`config.mk`:
```
export PLATFORM = sky130hd
export DESIGN_NAME = pfra_core
export DESIGN_NICKNAME = d
export VERILOG_FILES = /design/src/core/pfra_pkg.sv /design/src/core/pfra_core.sv
export SDC_FILE = /design/constraint.sdc
export NUM_CORES = 2
export LEC_CHECK = 0
export BUFFER_PORTS_ARGS = -buffer_cell sky130_fd_sc_hd__buf_2
export CAP_MARGIN = 20
export CORE_MARGIN = 1
export CORE_UTILIZATION = 40
export CTS_CLUSTER_SIZE = 12
export DETAILED_ROUTE_END_ITERATION = 10
export SKIP_LAST_GASP = 1
export SLEW_MARGIN = 20
export SYNTH_ARGS = -nofsm -noshare
export SYNTH_HDL_FRONTEND = slang
export SYNTH_SLANG_ARGS = --single-unit
```
`constraint.sdc`:
```
create_clock -name clock_in -period 5.6 [get_ports clock_in]
set_input_delay 0.56 -clock clock_in [delete_from_list [all_inputs] [get_ports clock_in]]
set_output_delay 0.56 -clock clock_in [all_outputs]
set_load 0.02 [all_outputs]
```
`src/core/pfra_pkg.sv`:
```
package pfra_pkg;

  // Instruction classes, taken from the top four bits of the word
  typedef enum logic [3:0] {
    OP_NOP = 4'h0,
    OP_PAGE_PRELOAD = 4'h1,
    OP_TABLE_BRANCH = 4'h2,
    OP_RETURN = 4'h3,
    OP_RAM_BIT = 4'h4,
    OP_SWAP_FIXED = 4'h5,
    OP_ALU = 4'h6,
    OP_CARRY = 4'h7,
    OP_LOAD_FILE = 4'h8,
    OP_LOAD_DIGIT = 4'h9,
    OP_LOAD_ACC = 4'hA,
    OP_LOAD_AUX = 4'hB,
    OP_BRANCH_IN_PAGE = 4'hC,
    OP_SHORT_CALL = 4'hD
  } pfra_op_e;

  // Delayed bank and page load
  typedef enum logic {
    PRE_IDLE = 1'h0,
    PRE_ARMED = 1'h1
  } pfra_pre_e;

  localparam logic [2:0] ALU_ADD = 3'h0;
  localparam logic [2:0] ALU_AND = 3'h1;
  localparam logic [2:0] ALU_OR = 3'h2;
  localparam logic [2:0] ALU_XOR = 3'h3;
  localparam logic [2:0] ALU_XCH = 3'h4;
  localparam logic [2:0] ALU_LDM = 3'h5;
  localparam logic [2:0] ALU_STM = 3'h6;

  localparam logic [2:0] CY_SET = 3'h0;
  localparam logic [2:0] CY_CLR = 3'h1;
  localparam logic [2:0] CY_TEST = 3'h2;
  localparam logic [2:0] CY_ROTL = 3'h3;
  localparam logic [2:0] CY_ROTR = 3'h4;

  localparam logic [1:0] BIT_SET = 2'h0;
  localparam logic [1:0] BIT_CLR = 2'h1;
  localparam logic [1:0] BIT_TEST = 2'h2;

  localparam logic [3:0] REG_PC = 4'h0;
  localparam logic [3:0] REG_CORE = 4'h1;
  localparam logic [3:0] REG_INDEX = 4'h2;
  localparam logic [3:0] REG_CTRL = 4'h3;
  localparam logic [3:0] REG_STACK = 4'h4;
  localparam logic [3:0] REG_RAM = 4'h5;

  localparam logic [3:0] FIXED_FILE = 4'hF;
  localparam logic [11:0] RST_PC = 12'h03F;
  localparam logic RST_STATUS = 1'h1;

endpackage : pfra_pkg

```
`src/core/pfra_core.sv`:
```
// Contract
// - In-page branch loads six operand bits
// - Branch needs flag; skip sets flag
// - Preload page five bits, one cycle late
// - Preload bank from inverted output bit
// - Next cycle keeps old bank, page
// - Preload conditional; skip leaves flag zero
// - Preload then branch gives far branch
// - Table branch builds target from registers
// - Table bank is bank OR operand top
// - Table branch unconditional, flag untouched
// - Call pushes next address, shifts stack
// - Call goes bank 0 page 0
// - Return stack has four levels
// - Call needs flag; skip sets flag
// - Preload then call gives far call
// - RAM holds 256 four-bit digits
// - RAM indexed by file and digit
// - Sixteen fixed digits swap with accumulator
// - RAM read happens before write
// - Bit set, clear, test by operand
// - Flag captures not-zero, overflow, tests
// - Accumulator and carry take ALU result
// - Accumulator with carry rotates
// - Bank and page hold until reloaded
// - Address is 64-state polynomial counter
//
// The address map and the plain strobed port are this design's own decisions.
module pfra_core #(
  parameter int STACK_DEPTH = 4
) (
  input wire logic clock_in,
  input wire logic nrst_in,
  input wire logic [9:0] instr_in,
  output logic [11:0] rom_addr_out,
  input wire logic [3:0] sw_addr_in,
  input wire logic [11:0] sw_wdata_in,
  input wire logic sw_wr_in,
  input wire logic sw_rd_in,
  output logic [11:0] sw_rdata_out
);

  localparam int SW = 12 * STACK_DEPTH;

  logic bank_reg;
  logic [4:0] page_reg;
  logic [5:0] addr_reg;
  logic [3:0] acc_reg;
  logic [3:0] aux_reg;
  logic carry_reg;
  logic status_reg;
  logic [3:0] file_reg;
  logic [3:0] digit_reg;
  logic bank_sel_reg;
  logic pend_bank_reg;
  logic [4:0] pend_page_reg;
  pfra_pkg::pfra_pre_e pre_reg;
  logic [SW-1:0] stk_reg;
  logic [11:0] rdata_reg;
  logic [3:0] ram_reg [256];
  logic live_reg;

  // Decode
  pfra_pkg::pfra_op_e op;
  wire logic [2:0] sub = instr_in[2:0];
  wire logic [1:0] bsub = instr_in[5:4];
  wire logic [3:0] imm = instr_in[3:0];
  wire logic is_br;
  wire logic is_pre;
  wire logic is_tbr;
  wire logic is_ret;
  wire logic is_cal;
  wire logic is_bit;
  wire logic is_swp;
  wire logic is_alu;
  wire logic is_cy;
  wire logic armed;

  assign op = pfra_pkg::pfra_op_e'(instr_in[9:6]);
  assign is_br = op == pfra_pkg::OP_BRANCH_IN_PAGE;
  assign is_pre = op == pfra_pkg::OP_PAGE_PRELOAD;
  assign is_tbr = op == pfra_pkg::OP_TABLE_BRANCH;
  assign is_ret = op == pfra_pkg::OP_RETURN;
  assign is_cal = op == pfra_pkg::OP_SHORT_CALL;
  assign is_bit = op == pfra_pkg::OP_RAM_BIT;
  assign is_swp = op == pfra_pkg::OP_SWAP_FIXED;
  assign is_alu = op == pfra_pkg::OP_ALU;
  assign is_cy = op == pfra_pkg::OP_CARRY;
  assign armed = pre_reg == pfra_pkg::PRE_ARMED;

  wire logic br_go = is_br & status_reg;
  wire logic cal_go = is_cal & status_reg;
  wire logic pre_go = is_pre & status_reg;

  // RAM addressing, read before write
  wire logic [7:0] ram_idx = {file_reg, digit_reg};
  wire logic [7:0] fix_idx = {pfra_pkg::FIXED_FILE, imm};
  wire logic [7:0] mem_idx = is_swp ? fix_idx : ram_idx;
  wire logic [3:0] mem_rd = ram_reg[mem_idx];
  wire logic [3:0] bit_mask = 4'h1 << instr_in[1:0];
  wire logic bit_val = mem_rd[instr_in[1:0]];

  // ALU
  wire logic [4:0] sum = {1'h0, acc_reg} + {1'h0, mem_rd} + {4'h0, carry_reg};
  wire logic alu_add = is_alu & (sub == pfra_pkg::ALU_ADD);
  wire logic alu_lgc = is_alu & (sub >= pfra_pkg::ALU_AND) & (sub <= pfra_pkg::ALU_XOR);
  wire logic alu_ld = is_alu & ((sub == pfra_pkg::ALU_XCH) | (sub == pfra_pkg::ALU_LDM));
  wire logic alu_st = is_alu & ((sub == pfra_pkg::ALU_XCH) | (sub == pfra_pkg::ALU_STM));
  wire logic [3:0] lgc_res;
  wire logic cy_rotl = is_cy & (sub == pfra_pkg::CY_ROTL);
  wire logic cy_rotr = is_cy & (sub == pfra_pkg::CY_ROTR);

  assign lgc_res = (sub == pfra_pkg::ALU_AND) ? (acc_reg & mem_rd) :
                   (sub == pfra_pkg::ALU_OR) ? (acc_reg | mem_rd) :
                   (acc_reg ^ mem_rd);

  wire logic [3:0] acc_next;
  wire logic carry_next;
  wire logic status_next;

  assign acc_next = (is_swp | alu_ld) ? mem_rd :
                    alu_add ? sum[3:0] :
                    alu_lgc ? lgc_res :
                    cy_rotl ? {acc_reg[2:0], carry_reg} :
                    cy_rotr ? {carry_reg, acc_reg[3:1]} :
                    (op == pfra_pkg::OP_LOAD_ACC) ? imm :
                    acc_reg;

  assign carry_next = alu_add ? sum[4] :
                      (is_cy & (sub == pfra_pkg::CY_SET)) ? 1'h1 :
                      (is_cy & (sub == pfra_pkg::CY_CLR)) ? 1'h0 :
                      cy_rotl ? acc_reg[3] :
                      cy_rotr ? acc_reg[0] :
                      carry_reg;

  assign status_next = ((is_br | is_cal) & !status_reg) ? 1'h1 :
                       alu_add ? sum[4] :
                       alu_lgc ? (|lgc_res) :
                       (is_cy & (sub == pfra_pkg::CY_TEST)) ? carry_reg :
                       (is_bit & (bsub == pfra_pkg::BIT_TEST)) ? bit_val :
                       status_reg;

  // RAM write
  wire logic bit_wr = is_bit & (bsub != pfra_pkg::BIT_TEST);
  wire logic mem_we = is_swp | alu_st | bit_wr;
  wire logic [3:0] bit_res;
  wire logic [3:0] mem_wd;

  assign bit_res = (bsub == pfra_pkg::BIT_SET) ? (mem_rd | bit_mask) :
                   (mem_rd & ~bit_mask);
  assign mem_wd = bit_wr ? bit_res : acc_reg;

  // Polynomial address step
  wire logic fb = (addr_reg[5] ~^ addr_reg[4]) ^ (&addr_reg[4:0]);
  wire logic [5:0] addr_step = {addr_reg[4:0], fb};
  wire logic [11:0] ret_addr = {bank_reg, page_reg, addr_step};

  // Bank and page seen by this cycle
  wire logic base_bank = armed ? pend_bank_reg : bank_reg;
  wire logic [4:0] base_page = armed ? pend_page_reg : page_reg;

  // Table branch target
  wire logic [5:0] tbr_addr = {aux_reg[1:0], acc_reg};
  wire logic [4:0] tbr_page = page_reg | {aux_reg[3:2], carry_reg, instr_in[1:0]};
  wire logic tbr_bank = bank_reg | instr_in[2];

  wire logic bank_next;
  wire logic [4:0] page_next;
  wire logic [5:0] addr_next;

  assign bank_next = is_ret ? stk_reg[11] :
                     is_tbr ? tbr_bank :
                     (cal_go & !armed) ? 1'h0 :
                     base_bank;
  assign page_next = is_ret ? stk_reg[10:6] :
                     is_tbr ? tbr_page :
                     (cal_go & !armed) ? 5'h00 :
                     base_page;
  assign addr_next = is_ret ? stk_reg[5:0] :
                     is_tbr ? tbr_addr :
                     (br_go | cal_go) ? instr_in[5:0] :
                     addr_step;

  // Return stack, flat with level one in the low bits
  wire logic [SW-1:0] stk_next;

  assign stk_next = cal_go ? {stk_reg[SW-13:0], ret_addr} :
                    is_ret ? {stk_reg[SW-1 -: 12], stk_reg[SW-1:12]} :
                    stk_reg;

  // Software port decode
  wire logic wr_idx = sw_wr_in & (sw_addr_in == pfra_pkg::REG_INDEX);
  wire logic wr_ctl = sw_wr_in & (sw_addr_in == pfra_pkg::REG_CTRL);
  wire logic [3:0] file_next;
  wire logic [3:0] digit_next;
  wire logic [11:0] rd_sel;

  assign file_next = wr_idx ? sw_wdata_in[7:4] :
                     (op == pfra_pkg::OP_LOAD_FILE) ? imm :
                     file_reg;
  assign digit_next = wr_idx ? sw_wdata_in[3:0] :
                      (op == pfra_pkg::OP_LOAD_DIGIT) ? imm :
                      digit_reg;

  assign rd_sel = (sw_addr_in == pfra_pkg::REG_PC) ? {bank_reg, page_reg, addr_reg} :
                  (sw_addr_in == pfra_pkg::REG_CORE) ?
                    {2'h0, status_reg, carry_reg, aux_reg, acc_reg} :
                  (sw_addr_in == pfra_pkg::REG_INDEX) ? {4'h0, file_reg, digit_reg} :
                  (sw_addr_in == pfra_pkg::REG_CTRL) ? {11'h000, bank_sel_reg} :
                  (sw_addr_in == pfra_pkg::REG_STACK) ? stk_reg[11:0] :
                  (sw_addr_in == pfra_pkg::REG_RAM) ? {8'h00, ram_reg[ram_idx]} :
                  12'h000;

  // Program counter
  always_ff @(posedge clock_in or negedge nrst_in) begin
    if (!nrst_in) begin
      {bank_reg, page_reg, addr_reg} <= pfra_pkg::RST_PC;
    end else begin
      bank_reg <= bank_next;
      page_reg <= page_next;
      addr_reg <= addr_next;
    end
  end

  // Delayed preload
  always_ff @(posedge clock_in or negedge nrst_in) begin
    if (!nrst_in) begin
      pre_reg <= pfra_pkg::PRE_IDLE;
      pend_bank_reg <= 1'h0;
      pend_page_reg <= 5'h00;
    end else begin
      case (pre_go)
        1'h1: begin
          pre_reg <= pfra_pkg::PRE_ARMED;
          pend_bank_reg <= ~bank_sel_reg;
          pend_page_reg <= instr_in[4:0];
        end
        default: begin
          pre_reg <= pfra_pkg::PRE_IDLE;
        end
      endcase
    end
  end

  // Working registers
  always_ff @(posedge clock_in or negedge nrst_in) begin
    if (!nrst_in) begin
      acc_reg <= 4'h0;
      aux_reg <= 4'h0;
      carry_reg <= 1'h0;
      status_reg <= pfra_pkg::RST_STATUS;
    end else begin
      acc_reg <= acc_next;
      aux_reg <= (op == pfra_pkg::OP_LOAD_AUX) ? imm : aux_reg;
      carry_reg <= carry_next;
      status_reg <= status_next;
    end
  end

  // Index, control, stack, read data
  always_ff @(posedge clock_in or negedge nrst_in) begin
    if (!nrst_in) begin
      file_reg <= 4'h0;
      digit_reg <= 4'h0;
      bank_sel_reg <= 1'h0;
      stk_reg <= '0;
      rdata_reg <= 12'h000;
    end else begin
      file_reg <= file_next;
      digit_reg <= digit_next;
      bank_sel_reg <= wr_ctl ? sw_wdata_in[0] : bank_sel_reg;
      stk_reg <= stk_next;
      rdata_reg <= sw_rd_in ? rd_sel : 12'h000;
    end
  end

  // Data RAM, one digit per entry
  for (genvar e = 0; e < 256; e++) begin : g_ram
    always_ff @(posedge clock_in or negedge nrst_in) begin
      if (!nrst_in) begin
        ram_reg[e] <= 4'h0;
      end else if (mem_we && (mem_idx == 8'(e))) begin
        ram_reg[e] <= mem_wd;
      end
    end
  end

  assign rom_addr_out = {bank_reg, page_reg, addr_reg};
  assign sw_rdata_out = rdata_reg;

  // Marks edges at which instructions really run; the edge that ends reset does not
  always_ff @(posedge clock_in or negedge nrst_in) begin
    if (!nrst_in) begin
      live_reg <= 1'h0;
    end else begin
      live_reg <= 1'h1;
    end
  end
endmodule : pfra_core

```
==> flow_metrics.tcl <==
set metrics [dict create \
    run_status "finished, final reports clean" \
    fin_crit_sh 0.969 \
    cp.arrival_ns 6.13 \
    grt_usage 0.321 \
    crit_chain "nor2b_1, nand4_1, nor2_1, a22oi_1, nand3_1, nor4_1, buf_4, o21ai_0, a21oi_1, buf_4, nand2_1, inv_1, fa_1, a21o_1, a21oi_1, a21oi_1, o21ai_0, nand3_1, nor4b_1, a21oi_1" \
    synth_top_area_share 0.462 \
    crit_required_ns 6.30 \
    rsz0062_at_grt "false" \
    grt_overflow 0 \
    avgSynthCellArea_sq_um 9.57 \
    p_leak_nw 29.6 \
    hold_viol 0 \
    path_common_cell "sky130_fd_sc_hd__a21oi_1" \
    grt_first_pass_wirelength_um 358000 \
    seqCellArea_sq_mm 0.0281 \
    routed_wirelength_um 245000 \
    timing.critical_path.to_type "register" \
    antenna_found_initial 13 \
    drive_above_1_share 0.205 \
    timing.slew.headroom 0.309 \
    slowest_delay_ns 0.95 \
    h_tree_lvls 4 \
    detailedPlacementHpwl_um 173000 \
    cts_num_sinks 1122 \
    min_path_type "input pin to register" \
    fin_worst_skew_ns 0.0397 \
    placeableCoreArea_sq_mm 0.150 \
    synth_area_sq_mm 0.0604 \
    fin_nets 6679 \
    route.met2.wl_um 104000 \
    hold_depth 2 \
    netlist_top_cells_area "sky130_fd_sc_hd__dfrtp_1 46%, sky130_fd_sc_hd__mux4_2 12%, sky130_fd_sc_hd__nand2_1 12%" \
    drt_drc_violations_left 0 \
    fp.dieArea_sq_mm 0.153 \
    worst_setup_hold_path_clk_slew_ns 0.06 \
    maxCapViolations 0 \
    io_pins 54 \
    preCtsSetupSlack_ns -0.0760 \
    max_slew.worst_pin.slew_ns 1.03 \
    cell_family_with_the_largest_share_of_critical_path_delay "simple AND/OR/NAND/NOR gates" \
    worst_setup_path_start_kind "register" \
    ant_nets 0 \
    drt_pre_antenna_iters 9 \
    cts_setup_buffers 0 \
    multiInputGateArea_sq_mm 0.0302 \
    power.ir.vdd_worst_uv 408 \
    vias 54035 \
    crit_fanout 12 \
    ys.flop_type "sky130_fd_sc_hd__dfrtp_1" \
    rows 142 \
    finalSetupViolCount 0 \
    route.top_layer_used "met5" \
    count_leader_synth "sky130_fd_sc_hd__nand2_1" \
    layout_min_cycle_time_ns 5.43 \
    initial_utilization 0.403 \
    yosys.area.top_type "sky130_fd_sc_hd__dfrtp_1" \
    clkLatencyLatePin_ns 0.81 \
    hold_worst_slack_ns 0.0437 \
    power-per-cell-area_mw_per_mm2 376 \
    synthesis_stage_register_bit_count 1122 \
    asyncSetResetFlopFracSynth 1.00 \
    pin_count_of_the_biggest_net_entering_global_routing 162 \
    ff2ff_path_depth 20 \
    root_buffer "sky130_fd_sc_hd__clkbuf_16" \
    synth_edf_count 0 \
    count_of_input_and_output_buffers 49 \
    timing_max_transition_violations_final 0 \
    ys_top_cells_by_count "1999 x sky130_fd_sc_hd__nand2_1, 1115 x sky130_fd_sc_hd__dfrtp_1, 880 x sky130_fd_sc_hd__o21ai_0, 334 x sky130_fd_sc_hd__mux4_2, 257 x sky130_fd_sc_hd__clkbuf_1" \
    routed_wire_length_per_instance_um 28.0 \
    slowest_stage "sky130_fd_sc_hd__dfrtp_1" \
    netlist_instances 6306 \
    largest_register_ff_count 1024 \
    critical_path_buf_inv_count 3 \
    floorplan.die.width_um 391 \
    cts_tree "yes" \
    clock_tree.buffer_depth 3 \
    synth_seq_area_share 0.465 \
    detail_route.vias_per_cell 6.16 \
    cts-buffers-inserted 133 \
    met3_wirelength_um 27500 \
    synth-warning-count 0 \
    post-route-worst-setup-slack_ns 0.171 \
    criticalPathCategory "register to register" \
    fillerInstances 13996 \
    synth_cell_type_count 82 \
    layout-area-overhead-vs-synth_pct 17.5 \
    postSynthNetCount 6346 \
    drt-met1-wl_um 97600 \
    first_iter_violations 7403 \
    timing.critical_path.depth 20 \
    number_of_global_route_vias_before_repair 51281 \
    place_congestion 1.01 \
    dieHeight_um 391 \
    max_freq_mhz 184 \
]
cell usage in the layout, fill, tap and decap left out, types with 111 or more instances in the layout:
master,n
sky130_fd_sc_hd__nand2_1,1999
sky130_fd_sc_hd__dfrtp_1,1111
sky130_fd_sc_hd__o21ai_0,880
sky130_fd_sc_hd__buf_4,500
sky130_fd_sc_hd__mux4_2,334
sky130_fd_sc_hd__mux2i_1,243
sky130_fd_sc_hd__nand3_1,171
sky130_fd_sc_hd__nor2_1,154
sky130_fd_sc_hd__clkbuf_16,139
sky130_fd_sc_hd__o21ai_2,130
sky130_fd_sc_hd__a21oi_1,124
sky130_fd_sc_hd__o21ai_1,111
routing by layer:
metal | vias up | track usage
met5 | - | 0.00128
met4 | 24 | 0.181
met3 | 769 | 0.0867
met2 | 3218 | 0.461
met1 | 26781 | 0.437
li1 | 23243 | -
through the flow:
step / area [sq um] / util / setup TNS (ns) / power (mW) / std cells
2_1_floorplan: 60400 / - / 0 / 13.5 / 6306
3_3_place_gp: 66400 / 0.444 / -0.230 / 17.5 / 8516
3_5_place_dp: 66400 / 0.444 / -0.118 / 17.6 / 8516
4_1_cts: 70900 / 0.474 / 0 / 26.5 / 8759
5_1_grt: 70900 / 0.474 / 0 / 27.4 / 8760
6_report: 70900 / 0.474 / 0 / 26.7 / 8766
layout make-up:
class	count	share of cell area
antenna	7	0.000247
timing repair buffer	628	0.0782
multi-input combinational	4726	0.426
tap	2016	0.0356
clock buffer	190	0.0548
sequential	1122	0.396
inverter	28	0.00148
clock inverter	49	0.00787
where the power goes:
| part | internal [mW] | switching [mW] | total (mW) | leakage, nW |
|---|---|---|---|---|
| clock | 5.26 | 3.69 | 8.95 | 2.17 |
| combinational | 2.91 | 5.42 | 8.33 | 11.9 |
| sequential | 8.73 | 0.698 | 9.43 | 15.5 |
| total | 16.9 | 9.80 | 26.7 | 29.6 |
timing repair:
action | in CTS | in global routing
endpoints found under the setup margin | 0 | 1
hold buffers | 4 | 0
resized for setup | 0 | 1
endpoints found under the hold margin | 63 | 0
cells by family (layout without fill, tap and decap cells):
family	Yosys count	after routing	synth area share
AND/OR/NAND/NOR	2494	2494	0.165
AO/OA/AOI/OAI	1611	1611	0.158
flip-flops	1122	1122	0.465
multiplexers	608	608	0.171
buffers and inverters	458	895	0.0384
adder cells (fa/ha/maj)	10	10	0.00232
XOR/XNOR	3	3	0.000435
other	0	7	0
path summary, 6_finish.rpt:
| kind | from | to | slack [ns] |
|---|---|---|---|
| max in group asynchronous | nrst_in | ram_reg[629] | 3.70 |
| setup / recovery | file_reg[1] | status_reg | 0.17 |
| hold / removal | sw_wdata_in[0] | bank_sel_reg | 0.04 |
| setup reg to reg | file_reg[1] | status_reg | 0.17 |
| hold reg to reg | stk_reg[46] | stk_reg[46] | 0.48 |
| min in group asynchronous | nrst_in | stk_reg[22] | 0.38 |
worst register-to-register path, stage by stage (launching register included):
cell	delay, ns
sky130_fd_sc_hd__dfrtp_1	0.95
sky130_fd_sc_hd__nor2b_1	0.56
sky130_fd_sc_hd__nand4_1	0.59
sky130_fd_sc_hd__nor2_1	0.38
sky130_fd_sc_hd__a22oi_1	0.17
sky130_fd_sc_hd__nand3_1	0.17
sky130_fd_sc_hd__nor4_1	0.07
sky130_fd_sc_hd__buf_4	0.17
sky130_fd_sc_hd__o21ai_0	0.20
sky130_fd_sc_hd__a21oi_1	0.18
sky130_fd_sc_hd__buf_4	0.19
sky130_fd_sc_hd__nand2_1	0.09
sky130_fd_sc_hd__inv_1	0.08
sky130_fd_sc_hd__fa_1	0.40
sky130_fd_sc_hd__a21o_1	0.21
sky130_fd_sc_hd__a21oi_1	0.21
sky130_fd_sc_hd__a21oi_1	0.09
sky130_fd_sc_hd__o21ai_0	0.10
sky130_fd_sc_hd__nand3_1	0.12
sky130_fd_sc_hd__nor4b_1	0.32
sky130_fd_sc_hd__a21oi_1	0.11
No activity file was read; power rests on OpenSTA's default activity.
